[config.mk]
export PLATFORM = sky130hd
export DESIGN_NAME = nib_port
export DESIGN_NICKNAME = d
export VERILOG_FILES = /design/src/logic/nib_port_pkg.sv /design/src/logic/nib_port.sv
export SDC_FILE = /design/constraint.sdc
export NUM_CORES = 1
export LEC_CHECK = 0
export ABC_AREA = 1
export ABC_CLOCK_PERIOD_IN_PS = 2260
export BUFFER_PORTS_ARGS = -buffer_cell sky130_fd_sc_hd__buf_2
export CAP_MARGIN = 20
export CORE_ASPECT_RATIO = 1.1
export CORE_UTILIZATION = 35
export CTS_CLUSTER_SIZE = 16
export DETAILED_ROUTE_END_ITERATION = 16
export GPL_ROUTABILITY_DRIVEN = 0
export PLACE_DENSITY = 0.57
export SLEW_MARGIN = 10
export SYNTH_ARGS = -nofsm -noshare
export SYNTH_HDL_FRONTEND = slang
export SYNTH_SLANG_ARGS = --single-unit
[constraint.sdc]
create_clock -name clk_sys -period 2.26 [get_ports clk_sys]
set_clock_uncertainty 0.2 [all_clocks]
set_input_delay 0.678 -clock clk_sys [delete_from_list [all_inputs] [get_ports clk_sys]]
set_output_delay 0.678 -clock clk_sys [all_outputs]
set_load 0.01 [all_outputs]
[src/logic/nib_port_pkg.sv]
// constants for the nibble handshake port and antenna drive controller
// assumes an APB master with 32-bit data and one 100 MHz clock
package nib_port_pkg;
   // -----------------------------------------------------------------
   // register indices and byte addresses
   // -----------------------------------------------------------------
   localparam logic [11:0] OFS_REQUEST = 12'h000;
   localparam logic [11:0] OFS_COMMAND = 12'h004;
   localparam logic [11:0] OFS_STATUS = 12'h008;
   localparam logic [11:0] OFS_FETCH = 12'h00C;
   localparam logic [11:0] OFS_RANGE = 12'h010;
   localparam logic [11:0] OFS_CURSOR = 12'h014;
   localparam logic [11:0] OFS_CURSOR_AZ = 12'h018;
   localparam logic [11:0] OFS_DL_AZ = 12'h01C;
   localparam logic [11:0] OFS_SLEW = 12'h020;
   localparam logic [9:0] IDX_DRIVE = 10'h0F1;
   localparam logic [9:0] IDX_CONTROL = 10'h0F2;
   localparam logic [11:0] OFS_DRIVE = {IDX_DRIVE, 2'b00};
   localparam logic [11:0] OFS_CONTROL = {IDX_CONTROL, 2'b00};
   // -----------------------------------------------------------------
   // command bits, fields, reset values
   // -----------------------------------------------------------------
   localparam int CMD_SINGLE = 0;
   localparam int CMD_FETCH = 1;
   localparam int CMD_REPORT = 2;
   localparam int CMD_EN_SET = 3;
   localparam int CMD_EN_CLR = 4;
   localparam int CTRL_ENABLE_BIT = 2;
   localparam logic [7:0] DRIVE_RESET = 8'h88;
   localparam logic [7:0] CONTROL_RESET = 8'h00;
   localparam logic [7:0] REQUEST_RESET = 8'h00;
   localparam logic [3:0] SEL_MODE_READ = 4'hE;
   localparam logic [3:0] SEL_MODE_STEP = 4'hF;
   localparam logic [3:0] SEL_LAST_DATA = 4'hB;
   localparam logic [1:0] MODE_SEND = 2'h3;
   localparam logic [3:0] FRESH_NIBBLE = 4'h4;
   localparam logic [1:0] FETCH_LAST = 2'h3;
   localparam logic [1:0] SRC_CURSOR = 2'h1;
   localparam logic [1:0] SRC_DOWNLOAD = 2'h2;
   typedef enum {ST_IDLE, ST_SETUP, ST_STROBE, ST_WAIT} xfer_state_t;
   typedef enum {K_SINGLE, K_FETCH, K_REPORT, K_MODE} xfer_kind_t;
endpackage

[src/logic/nib_port.sv]
// nibble handshake controller with range report and antenna drive port
// assumes synchronous adapter pins and an APB master on clk_sys
//
// Notes on behaviour
// - select and strobe start every transfer, acknowledge ends
// - select 14 returns adapter mode number
// - select 15 steps mode, 3 wraps to 0
// - modes 0-2 receive nibbles, mode 3 sends
// - nibble 4 top bit zero when cursor fresh
// - nibbles 0-3 range, always new
// - pending flag set before strobe, acknowledge clears
// - request word: select low, data high
// - send leaves request word unchanged
// - reads return nibble in request high bits
// - fetch four consecutive selects into 16 bits
// - report sends nibbles 0-11, range MSN first
// - slew source picks cursor or downloaded azimuth
// - drive port: elevation high, azimuth low
// - code 8 means no drive on axis
// - code 15 max clockwise/up, 0 max opposite
// - control bit 2 enables both converters
// - enable changed through whole-byte shadow copy
// - report request flag starts background report
//
// Decided for this implementation: the APB interface to the registers.
`timescale 1ns/1ps
module nib_port (
   input wire logic clk_sys,
   input wire logic srst,
   input wire logic psel,
   input wire logic penable,
   input wire logic pwrite,
   input wire logic [11:0] paddr,
   input wire logic [31:0] pwdata,
   output logic [31:0] prdata,
   output logic pready,
   output logic pslverr,
   output logic [3:0] host_select,
   output logic host_transfer_strobe,
   input wire logic adapter_acknowledge,
   input wire logic [3:0] host_data_in,
   output logic [3:0] host_data_out,
   output logic host_data_oe_n,
   output logic [7:0] antenna_drive_codes,
   output logic [7:0] shared_control_port
);
   // -----------------------------------------------------------------
   // state
   // -----------------------------------------------------------------
   nib_port_pkg::xfer_state_t state, next_state;
   nib_port_pkg::xfer_kind_t kind, next_kind;
   logic [7:0] transfer_request_word, next_transfer_request_word;
   logic [7:0] next_drive, next_control;
   logic [15:0] range_est, next_range_est, fetch_result, next_fetch_result;
   logic [31:0] cursor_data, next_cursor_data;
   logic [15:0] cursor_azimuth_store, next_cursor_azimuth_store;
   logic [15:0] downloaded_azimuth_store, next_downloaded_azimuth_store;
   logic [15:0] slew_target, next_slew_target;
   logic [1:0] slew_source_flag, next_slew_source_flag;
   logic [1:0] mode, next_mode;
   logic mode_known, next_mode_known, cursor_fresh, next_cursor_fresh;
   logic transfer_pending_flag, next_pending;
   logic report_request_flag, next_report_request_flag;
   logic single_req, next_single_req, fetch_req, next_fetch_req;
   logic rpt_active, next_rpt_active, send_dir, next_send_dir;
   logic [3:0] rpt_idx, next_rpt_idx, next_select, next_dout;
   logic [1:0] fetch_idx, next_fetch_idx;
   logic [11:0] fetch_acc, next_fetch_acc;
   logic next_strobe, next_oe_n;
   logic [31:0] next_prdata;
   logic next_pready, next_pslverr;
   logic wr_take, acked, busy;
   logic [47:0] report_bits;
   logic [3:0] rpt_nibble;

   assign wr_take = psel & penable & pready & pwrite;
   assign acked = (state == nib_port_pkg::ST_WAIT) & adapter_acknowledge;
   // busy spans the idle gaps between nibbles of a fetch or report
   assign busy = (state != nib_port_pkg::ST_IDLE) | single_req | fetch_req | rpt_active
      | report_request_flag;
   assign report_bits = {range_est, cursor_data};
   assign rpt_nibble = report_bits[6'(47 - 4 * rpt_idx) -: 4];

   // -----------------------------------------------------------------
   // APB slave: one wait state, read data and error from flops
   // -----------------------------------------------------------------
   always_comb begin
      next_pready = psel & penable & ~pready;
      next_pslverr = 1'b0;
      next_prdata = 32'h0000_0000;
      if (psel & penable & ~pready) begin
         unique case (paddr)
            nib_port_pkg::OFS_REQUEST: next_prdata = {24'h00_0000, transfer_request_word};
            nib_port_pkg::OFS_COMMAND: next_prdata = 32'h0000_0000;
            nib_port_pkg::OFS_STATUS: next_prdata = {26'h000_0000, cursor_fresh, mode,
               report_request_flag, busy, transfer_pending_flag};
            nib_port_pkg::OFS_FETCH: next_prdata = {16'h0000, fetch_result};
            nib_port_pkg::OFS_RANGE: next_prdata = {16'h0000, range_est};
            nib_port_pkg::OFS_CURSOR: next_prdata = cursor_data;
            nib_port_pkg::OFS_CURSOR_AZ: next_prdata = {16'h0000, cursor_azimuth_store};
            nib_port_pkg::OFS_DL_AZ: next_prdata = {16'h0000, downloaded_azimuth_store};
            nib_port_pkg::OFS_SLEW: next_prdata = {slew_target, 14'h0000, slew_source_flag};
            nib_port_pkg::OFS_DRIVE: next_prdata = 32'h0000_0000;
            nib_port_pkg::OFS_CONTROL: next_prdata = {24'h00_0000, shared_control_port};
            default: next_pslverr = 1'b1;
         endcase
      end
   end

   always_ff @(posedge clk_sys) begin
      if (srst) begin
         pready <= 1'b0;
         pslverr <= 1'b0;
         prdata <= 32'h0000_0000;
      end else begin
         pready <= next_pready;
         pslverr <= next_pslverr;
         prdata <= next_prdata;
      end
   end

   // -----------------------------------------------------------------
   // transfer sequencer, report, fetch, drive and control ports
   // -----------------------------------------------------------------
   always_comb begin
      next_state = state;
      next_kind = kind;
      next_transfer_request_word = transfer_request_word;
      next_drive = antenna_drive_codes;
      next_control = shared_control_port;
      next_range_est = range_est;
      next_fetch_result = fetch_result;
      next_cursor_data = cursor_data;
      next_cursor_azimuth_store = cursor_azimuth_store;
      next_downloaded_azimuth_store = downloaded_azimuth_store;
      next_slew_source_flag = slew_source_flag;
      next_slew_target = slew_target;
      next_mode = mode;
      next_mode_known = mode_known;
      next_cursor_fresh = cursor_fresh;
      next_pending = transfer_pending_flag;
      next_report_request_flag = report_request_flag;
      next_single_req = single_req;
      next_fetch_req = fetch_req;
      next_rpt_active = rpt_active;
      next_rpt_idx = rpt_idx;
      next_fetch_idx = fetch_idx;
      next_fetch_acc = fetch_acc;
      next_send_dir = send_dir;
      next_select = host_select;
      next_dout = host_data_out;
      next_strobe = 1'b0;
      next_oe_n = host_data_oe_n;
      // slew target follows the selected azimuth store
      if (slew_source_flag == nib_port_pkg::SRC_CURSOR) begin
         next_slew_target = cursor_azimuth_store;
      end else if (slew_source_flag == nib_port_pkg::SRC_DOWNLOAD) begin
         next_slew_target = downloaded_azimuth_store;
      end
      unique case (state)
         nib_port_pkg::ST_IDLE: begin
            next_oe_n = 1'b1;
            if (single_req) begin
               next_single_req = 1'b0;
               next_kind = nib_port_pkg::K_SINGLE;
               next_select = transfer_request_word[3:0];
               next_dout = transfer_request_word[7:4];
               next_state = nib_port_pkg::ST_SETUP;
            end else if (fetch_req) begin
               next_kind = nib_port_pkg::K_FETCH;
               next_select = transfer_request_word[3:0] + {2'b00, fetch_idx};
               next_state = nib_port_pkg::ST_SETUP;
            end else if (rpt_active) begin
               // background report yields to any software transfer above
               next_state = nib_port_pkg::ST_SETUP;
               if (!mode_known) begin
                  next_kind = nib_port_pkg::K_MODE;
                  next_select = nib_port_pkg::SEL_MODE_READ;
               end else if (mode != nib_port_pkg::MODE_SEND) begin
                  next_kind = nib_port_pkg::K_MODE;
                  next_select = nib_port_pkg::SEL_MODE_STEP;
               end else begin
                  next_kind = nib_port_pkg::K_REPORT;
                  next_select = rpt_idx;
                  next_dout = rpt_nibble;
                  if (rpt_idx == nib_port_pkg::FRESH_NIBBLE) begin
                     next_dout[3] = ~cursor_fresh;
                  end
               end
            end else if (report_request_flag) begin
               next_report_request_flag = 1'b0;
               next_rpt_active = 1'b1;
               next_rpt_idx = 4'h0;
            end
         end
         nib_port_pkg::ST_SETUP: begin
            // select and data settle two cycles ahead of the strobe, the output enable one cycle ahead
            next_send_dir = mode_known && mode == nib_port_pkg::MODE_SEND
               && host_select <= nib_port_pkg::SEL_LAST_DATA;
            next_oe_n = ~next_send_dir;
            next_pending = 1'b1;
            next_state = nib_port_pkg::ST_STROBE;
         end
         nib_port_pkg::ST_STROBE: begin
            next_strobe = 1'b1;
            next_state = nib_port_pkg::ST_WAIT;
         end
         nib_port_pkg::ST_WAIT: begin
            if (adapter_acknowledge) begin
               next_pending = 1'b0;
               next_state = nib_port_pkg::ST_IDLE;
               if (host_select >= nib_port_pkg::SEL_MODE_READ) begin
                  next_mode = host_data_in[1:0];
                  next_mode_known = 1'b1;
               end
               unique case (kind)
                  nib_port_pkg::K_SINGLE: begin
                     if (!send_dir) begin
                        next_transfer_request_word[7:4] = host_data_in;
                     end
                  end
                  nib_port_pkg::K_FETCH: begin
                     next_fetch_acc = {fetch_acc[7:0], host_data_in};
                     next_fetch_idx = fetch_idx + 2'd1;
                     if (fetch_idx == nib_port_pkg::FETCH_LAST) begin
                        next_fetch_result = {fetch_acc, host_data_in};
                        next_fetch_req = 1'b0;
                     end
                  end
                  nib_port_pkg::K_REPORT: begin
                     next_rpt_idx = rpt_idx + 4'h1;
                     if (rpt_idx == nib_port_pkg::SEL_LAST_DATA) begin
                        next_rpt_active = 1'b0;
                        next_cursor_fresh = 1'b0;
                     end
                  end
                  nib_port_pkg::K_MODE: begin
                  end
               endcase
            end
         end
      endcase
      // software writes; software sets win over hardware clears, except a fetch command while a fetch is still running
      if (wr_take) begin
         unique case (paddr)
            nib_port_pkg::OFS_REQUEST: begin
               if (!busy) begin
                  next_transfer_request_word = pwdata[7:0];
               end
            end
            nib_port_pkg::OFS_COMMAND: begin
               if (pwdata[nib_port_pkg::CMD_SINGLE]) begin
                  next_single_req = 1'b1;
               end
               if (pwdata[nib_port_pkg::CMD_FETCH] && !fetch_req) begin
                  next_fetch_req = 1'b1;
                  next_fetch_idx = 2'd0;
               end
               if (pwdata[nib_port_pkg::CMD_REPORT]) begin
                  next_report_request_flag = 1'b1;
               end
               if (pwdata[nib_port_pkg::CMD_EN_SET]) begin
                  next_control[nib_port_pkg::CTRL_ENABLE_BIT] = 1'b1;
               end else if (pwdata[nib_port_pkg::CMD_EN_CLR]) begin
                  next_control[nib_port_pkg::CTRL_ENABLE_BIT] = 1'b0;
               end
            end
            nib_port_pkg::OFS_RANGE: next_range_est = pwdata[15:0];
            nib_port_pkg::OFS_CURSOR: begin
               next_cursor_data = pwdata;
               next_cursor_fresh = 1'b1;
            end
            nib_port_pkg::OFS_CURSOR_AZ: next_cursor_azimuth_store = pwdata[15:0];
            nib_port_pkg::OFS_DL_AZ: next_downloaded_azimuth_store = pwdata[15:0];
            nib_port_pkg::OFS_SLEW: next_slew_source_flag = pwdata[1:0];
            nib_port_pkg::OFS_DRIVE: next_drive = pwdata[7:0];
            nib_port_pkg::OFS_CONTROL: next_control = pwdata[7:0];
            default: begin
            end
         endcase
      end
   end

   always_ff @(posedge clk_sys) begin
      if (srst) begin
         state <= nib_port_pkg::ST_IDLE;
         kind <= nib_port_pkg::K_SINGLE;
         transfer_request_word <= nib_port_pkg::REQUEST_RESET;
         antenna_drive_codes <= nib_port_pkg::DRIVE_RESET;
         shared_control_port <= nib_port_pkg::CONTROL_RESET;
         transfer_pending_flag <= 1'b0;
         range_est <= 16'h0000;
         fetch_result <= 16'h0000;
         cursor_data <= 32'h0000_0000;
         cursor_azimuth_store <= 16'h0000;
         downloaded_azimuth_store <= 16'h0000;
         slew_source_flag <= 2'h0;
         slew_target <= 16'h0000;
         mode <= 2'h0;
         mode_known <= 1'b0;
         cursor_fresh <= 1'b0;
         report_request_flag <= 1'b0;
         single_req <= 1'b0;
         fetch_req <= 1'b0;
         rpt_active <= 1'b0;
         rpt_idx <= 4'h0;
         fetch_idx <= 2'd0;
         fetch_acc <= 12'h000;
         send_dir <= 1'b0;
         host_select <= 4'h0;
         host_data_out <= 4'h0;
         host_transfer_strobe <= 1'b0;
         host_data_oe_n <= 1'b1;
      end else begin
         state <= next_state;
         kind <= next_kind;
         transfer_request_word <= next_transfer_request_word;
         antenna_drive_codes <= next_drive;
         shared_control_port <= next_control;
         transfer_pending_flag <= next_pending;
         range_est <= next_range_est;
         fetch_result <= next_fetch_result;
         cursor_data <= next_cursor_data;
         cursor_azimuth_store <= next_cursor_azimuth_store;
         downloaded_azimuth_store <= next_downloaded_azimuth_store;
         slew_source_flag <= next_slew_source_flag;
         slew_target <= next_slew_target;
         mode <= next_mode;
         mode_known <= next_mode_known;
         cursor_fresh <= next_cursor_fresh;
         report_request_flag <= next_report_request_flag;
         single_req <= next_single_req;
         fetch_req <= next_fetch_req;
         rpt_active <= next_rpt_active;
         rpt_idx <= next_rpt_idx;
         fetch_idx <= next_fetch_idx;
         fetch_acc <= next_fetch_acc;
         send_dir <= next_send_dir;
         host_select <= next_select;
         host_data_out <= next_dout;
         host_transfer_strobe <= next_strobe;
         host_data_oe_n <= next_oe_n;
      end
   end

   // -----------------------------------------------------------------
   // checks
   // -----------------------------------------------------------------
   a_strobe_single_pulse: assert property (@(posedge clk_sys) disable iff (srst)
      host_transfer_strobe |=> !host_transfer_strobe && transfer_pending_flag)
      else $error("strobe longer than one cycle");
   a_pending_at_strobe: assert property (@(posedge clk_sys) disable iff (srst)
      host_transfer_strobe |-> transfer_pending_flag && $past(transfer_pending_flag))
      else $error("pending flag not set before strobe");
   a_ack_clears_pending: assert property (@(posedge clk_sys) disable iff (srst)
      acked |=> !transfer_pending_flag && !host_transfer_strobe)
      else $error("acknowledge did not clear pending flag");
   a_pins_held: assert property (@(posedge clk_sys) disable iff (srst)
      (transfer_pending_flag && !acked) |=> $stable(host_select) && $stable(host_data_out)
         && $stable(host_data_oe_n))
      else $error("select or data moved before acknowledge");
   a_send_only_mode3: assert property (@(posedge clk_sys) disable iff (srst)
      !host_data_oe_n |-> mode == nib_port_pkg::MODE_SEND && host_select <= 4'hB)
      else $error("data driven outside mode 3 data select");
   a_read_returns: assert property (@(posedge clk_sys) disable iff (srst)
      (acked && kind == nib_port_pkg::K_SINGLE && !send_dir)
         |=> transfer_request_word[7:4] == $past(host_data_in))
      else $error("read nibble not returned in request word");
   a_fresh_bit: assert property (@(posedge clk_sys) disable iff (srst)
      (host_transfer_strobe && kind == nib_port_pkg::K_REPORT && host_select == 4'h4)
         |-> host_data_out[3] == !cursor_fresh)
      else $error("freshness bit wrong in nibble 4");
   a_reset_safe: assert property (@(posedge clk_sys)
      srst |=> antenna_drive_codes == 8'h88 && !shared_control_port[2]
         && !transfer_pending_flag)
      else $error("reset left drive enabled");
   a_slew_source: assert property (@(posedge clk_sys) disable iff (srst)
      (slew_source_flag == 2'h2)
         |=> slew_target == $past(downloaded_azimuth_store))
      else $error("slew target not the downloaded azimuth");
endmodule

# Word level (Yosys, flattened, before mapping)
# Index checks and enable logic that the tools add are counted.
[totals] reg_bits=274 out_inout_bits=60 elab_cells=206
[classes] n_addsub=4 magnitude_cmp=2 n_eq_ne=33 shift=1 muxes=84 bitwise=13 reduce_logical=36
[op_table] cell="$pmux W32 S9" n=1
[op_table] cell="$mux W32" n=7
[op_table] cell="$pmux W32 S4" n=1
[op_table] cell="$eq A32 B2 Y1 const B" n=3
[op_table] cell="$mux W4" n=20
[op_table] cell="$eq A32 B1 Y1 const B" n=2
[op_table] cell="$logic_not A32 Y1" n=2
[op_table] cell="$shiftx A51 B7 Y4" n=1
[op_table] cell="$eq A12 B5 Y1 const B" n=4
[op_table] cell="$mux W1" n=39
[op_table] cell="$mux W16" n=2
[op_table] cell="$reduce_bool A32 Y1" n=1
[op_table] cell="$eq A12 B10 Y1 const B" n=2
[op_table] cell="$eq A12 B4 Y1 const B" n=2
[op_table] cell="$mux W8" n=3
[op_table] cell="$ne A2 B2 Y1 const B" n=10
[op_table] cell="$reduce_and A2 Y1" n=10
[op_table] cell="$reduce_bool A2 Y1" n=7
[op_table] cell="$eq A12 B3 Y1 const B" n=1
[op_table] cell="$eq A12 B6 Y1 const B" n=1
[op_table] cell="$logic_not A12 Y1" n=1
[op_table] cell="$mux W2" n=6
[op_table] cell="$reduce_and A3 Y1" n=4
[op_table] cell="$reduce_or A11 Y1" n=1
[op_table] cell="25 further kinds" n=42

# Logic depth before layout (Yosys ltp)
[depth] depth_word=8 mapped_depth=13 depth_no_buf=12

# Worst setup path after synthesis
# No wires, ideal clock.
[synth_path] path_type="input to register" start="input paddr[0]" end="register prdata[9]" setup_time_ns=0.062 arrival_ns=1.925 required_time_ns=1.998 path_slack_ns=0.073 path_stages=10 cell_sequence="inv_1 nand2_2 nor3_2 nand3b_2 o211ai_2 nor2_1 nor2_2 inv_2 buf_6 nor2_2"
[synth_between] elab_chain_cells=2 elab_cells_between_ends=10 classes_between="eq/ne (8); mux (1); reduce/logical (1)"
[synth_lines] item="start, declared" line="nib_port.sv:33" text="input wire logic [11:0] paddr,"
[synth_lines] item="$eq A12 B10 Y1, or another cell as far along" line="nib_port.sv:92" text="unique case (paddr)"
[synth_lines] item="$pmux W32 S9 (*)" line="nib_port.sv:92"
[synth_lines] item="end signal, assigned" line="nib_port.sv:118" text="prdata <= next_prdata;"
[synth_lines] item="end, declared" line="nib_port.sv:35" text="output logic [31:0] prdata,"
# Mark *: on every way between the ends. The rest lies on a longest branch, timed or not.
# A chain may end at the register's enable or synchronous reset.

# Worst setup path in the final report
[layout_path] start="register state[0]" end="register transfer_request_word[3]"
[layout_between] elab_chain_cells=7
[layout_lines] item="start, declared" line="nib_port.sv:50" text="nib_port_pkg::xfer_state_t state, next_state;"
[layout_lines] item="start signal, assigned" line="nib_port.sv:286" text="state <= nib_port_pkg::ST_IDLE;"
[layout_lines] item="start signal, assigned" line="nib_port.sv:315" text="state <= next_state;"
[layout_lines] item="$reduce_bool A32 Y1" line="nib_port.sv:79" text="assign busy = (state != nib_port_pkg::ST_IDLE) | single_req | fetch_req | rpt_active"
[layout_lines] item="$or A1 B1 Y1 (3 in series)" line="nib_port.sv:79"
[layout_lines] item="$or A1 B1 Y1" line="nib_port.sv:80" text="| report_request_flag;"
[layout_lines] item="$not A1 Y1 (no source line)"
[layout_lines] item="$reduce_and A3 Y1 (no source line)"
[layout_lines] item="end signal, assigned" line="nib_port.sv:288" text="transfer_request_word <= nib_port_pkg::REQUEST_RESET;"
[layout_lines] item="end signal, assigned" line="nib_port.sv:317" text="transfer_request_word <= next_transfer_request_word;"
[layout_lines] item="end, declared" line="nib_port.sv:52" text="logic [7:0] transfer_request_word, next_transfer_request_word;"
# Every way passes these cells.

==> metrics.md <==
| Metric | Value |
|---|---|
| Critical Path Sink Type | `register` |
| Pin slew with the least headroom to its limit | `752 ps` |
| Setup TNS | `0 ps` |
| Outcome | `complete, no violations` |
| Routed Antenna Nets | `0` |
| I/O pin cnt | `114` |
| # setup viols final | `0` |
| Setup CP Type | `register to register` |
| Worst slew margin | `49.9%` |
| Worst vdd ir | `0.457 mV` |
| Number of remaining DRC errors | `0` |
| WL per Instance | `16.6 um` |
| First-pass GRT wire length | `48.2 mm` |
| Worst reg-to-reg setup slack | `200 ps` |
| Clock share of power | `45.7%` |
| Final core utilization | `44.3%` |
| Post-synth EDFFs | `0` |
| Synth Register Bits | `214` |
| Worst EP required | `2500 ps` |
| FMAX | `485 MHz` |
| Sequential fraction of the synthesis area | `44.8%` |
| Net Switching | `2.50 mW` |
| Commonest cells post-synth | `214 x dfxtp_1, 207 x inv_1, 175 x nand2_1, 175 x o21ai_0, 165 x a21oi_1` |
| Die X | `160 um` |
| Via-per-instance ratio | `4.88` |
| GRT Resource Usage Total | `22.1%` |
| Critical Path, Cell by Cell | `inv_1 -> ha_1 -> inv_1 -> nor2_1 -> nand2_1 -> nor3_4 -> buf_12 -> o21ai_0 -> a21oi_1` |
| Synth area leaders | `dfxtp_1 45%, o21ai_0 9.2%, a21oi_1 8.6%, inv_1 8.1%, nand2_1 6.9%` |
| CTS Hold Buffers Added | `0` |
| Initial Utilization | `35.6%` |
| Initial antenna violation count | `1` |
| Synth-to-Final Area Change | `24.5%` |
| Share of layout cells above drive strength 1 | `17.9%` |
| Count leader, synth | `dfxtp_1` |
| Reg-to-Reg Start | `state[0]$_SDFFE_PP0P_` |
| Final Slew Violations | `0` |
| HP Class | `input pin to register` |
| Synth Flop Type | `dfxtp_1` |
| Post-synth ARST share | `0%` |
| WP data arrival | `2300 ps` |
| Critical path origin | `state[0]$_SDFFE_PP0P_` |
| First-pass DRT Iterations | `6` |
| Max-cap violations | `0` |
| Hold Startpoint | `pwdata[24]` |
| Pleak | `4.99 nW` |
| Syn Nets | `1389` |
| DRT Wirelength | `30.9 mm` |
| Flop pwr share | `40.8%` |
| Starting DRT DRC Count | `641` |
| Grt total ovfl | `0` |
| Synth top area share | `44.8%` |
| Max stage delay on crit path | `330 ps` |
| Max Buffers Root-to-Sink | `3` |
| Pwr Total | `9.53 mW` |
| Via count | `9062` |
| Worst-skew pair later-pin latency | `520 ps` |
| Hold Slack | `228 ps` |
| TritonCTS Sinks | `214` |
| Max Fanout on Critical Path | `16` |
| Crit path launch type | `register` |
| Reg clk slew, reported paths | `60 ps` |
| Internal Pwr Total | `7.03 mW` |
| Switching share of power | `26.2%` |
| Cell area after synthesis | `0.00957 mm^2` |
| Syn Area/Cell | `7.24 um^2` |
| Cell row count | `63` |
| Die Span Y | `175 um` |
| Antenna cells | `0` |
| CP most frequent cell | `inv_1` |
| Worst path slowest cell | `dfxtp_1` |
| Number of library cell types mapped by synthesis | `40` |
| CTS tree | `done` |
| CTS H-Tree Depth | `1` |
| Logic pwr share | `13.5%` |
| Clock root cell | `clkbuf_16` |
| RSZ-0062 raised after global routing | `no` |
| Final Cycle Share | `91.2%` |
| Largest net degree at the start of global routing | `57` |
| Fin. Hold Viols | `0` |
| Core area | `0.0269 mm^2` |
| CTS Buf Count | `24` |
| Die area | `0.0280 mm^2` |
| Fin nets | `1550` |
| Hpwl dp | `23.0 mm` |
| Power per cell area | `800 mW/mm^2` |
| Port Buffers | `113` |
| Final min period | `2060 ps` |
| Vias in the first global route | `8621` |
| Post-synth top area cell | `dfxtp_1` |
| Yosys warnings | `0` |
| Cells after Synth | `1321` |
## state kept, by name (all words and copies together), names as in the netlist, 8 cells and up
signal,flops
antenna_drive_codes,8
fetch_result,16
slew_target,16
shared_control_port,8
prdata,32
fetch_acc,12
cursor_data,32
range_est,16
transfer_request_word,8
cursor_azimuth_store,16
downloaded_azimuth_store,16
## final timing paths
kind                                           endpoint  depth (start not counted)
setup / recovery  transfer_request_word[3]$_SDFFE_PP0P_                          9
hold / removal             cursor_data[24]$_SDFFE_PP0P_                          3
setup reg to reg  transfer_request_word[3]$_SDFFE_PP0P_                          9
hold reg to reg           fetch_result[14]$_SDFFE_PP0P_                          2
## layout by cell type (no fill, tap or decap), types with 2 or more instances in the layout
| cell type | netlist | layout |
|---|---|---|
| clkbuf_8 | 0 | 5 |
| nand4_1 | 18 | 18 |
| clkbuf_1 | 47 | 5 |
| nor3_4 | 3 | 3 |
| clkbuf_16 | 0 | 25 |
| inv_2 | 6 | 7 |
| o22ai_1 | 26 | 26 |
| a211oi_2 | 2 | 2 |
| dfxtp_1 | 214 | 214 |
| nor3_1 | 18 | 18 |
| bufinv_16 | 0 | 5 |
| o31ai_1 | 2 | 2 |
| inv_1 | 207 | 205 |
| nand2_2 | 3 | 3 |
| nand3_1 | 47 | 47 |
| nor2_4 | 2 | 2 |
| o21ai_1 | 7 | 7 |
| nor2_1 | 127 | 126 |
| ha_1 | 13 | 13 |
| buf_4 | 0 | 78 |
| o21ai_0 | 175 | 175 |
| o211ai_1 | 8 | 8 |
| a211oi_1 | 20 | 20 |
| clkinvlp_4 | 0 | 2 |
| clkinv_2 | 0 | 3 |
| a21oi_1 | 165 | 165 |
| nor2_2 | 3 | 4 |
| buf_12 | 0 | 9 |
| nand2_1 | 175 | 175 |
| buf_2 | 4 | 113 |
## critical path: cells and delay by family (launching register included)
family / cells / cell delay [ps]
DFF: 1 / 330
and+or+nand+nor: 3 / 650
AOI/OAI and AO/OA: 2 / 220
adders and majority gates: 1 / 190
buffers and inverters: 3 / 380
## metrics by stage
| stage | instances | cell area [um^2] | worst slack (ps) |
|---|---|---|---|
| 2_1_floorplan | 1321 | 9570 | 73.5 |
| 3_3_place_gp | 1812 | 11000 | -136 |
| 3_5_place_dp | 1812 | 11000 | -162 |
| 4_1_cts | 1856 | 11900 | 182 |
| 5_1_grt | 1857 | 11900 | 9.17 |
| 6_report | 1857 | 11900 | 199 |
## metal layers
layer | part of all wire [%] | track usage [%]
met4 | 3.4 | 8.33
met5 | 0 | 0
met3 | 5.3 | 3.02
met2 | 47 | 37.8
met1 | 44 | 28.3
## cell type report
class	count	area, um^2
Tap cell	357	447
Inverter	214	812
Timing Repair Buffer	200	1330
Clock inverter	9	173
Fill cell	2780	15000
Sequential cell	214	4280
Multi-Input combinational cell	828	4160
Clock buffer	35	713
## power groups by stage
stage	clock [mW]	combinational, mW	sequential (mW)
after floorplan	0	0.773	3.94
after CTS	4.43	1.26	3.89
after global routing	4.61	1.45	3.89
final	4.35	1.29	3.89
after detailed placement	0	1.26	3.97
after global placement	0	1.25	3.97
## cells by family (layout without fill, tap and decap cells)
kind of cell | count (synthesis) | in the layout | share of synthesized area [%]
AND/OR/NAND/NOR | 405 | 405 | 18.6
flip-flops | 214 | 214 | 44.8
XOR/XNOR | 1 | 1 | 0.0915
buffers and inverters | 279 | 458 | 11.8
AO/OA/AOI/OAI | 408 | 408 | 22.8
adder cells (fa/ha/maj) | 14 | 14 | 1.91
## timing repair
item	CTS	global route
buffers inserted	0	1
resized for setup	0	2
endpoints found under the setup margin	0	5
(Power assumes the default switching activity.)
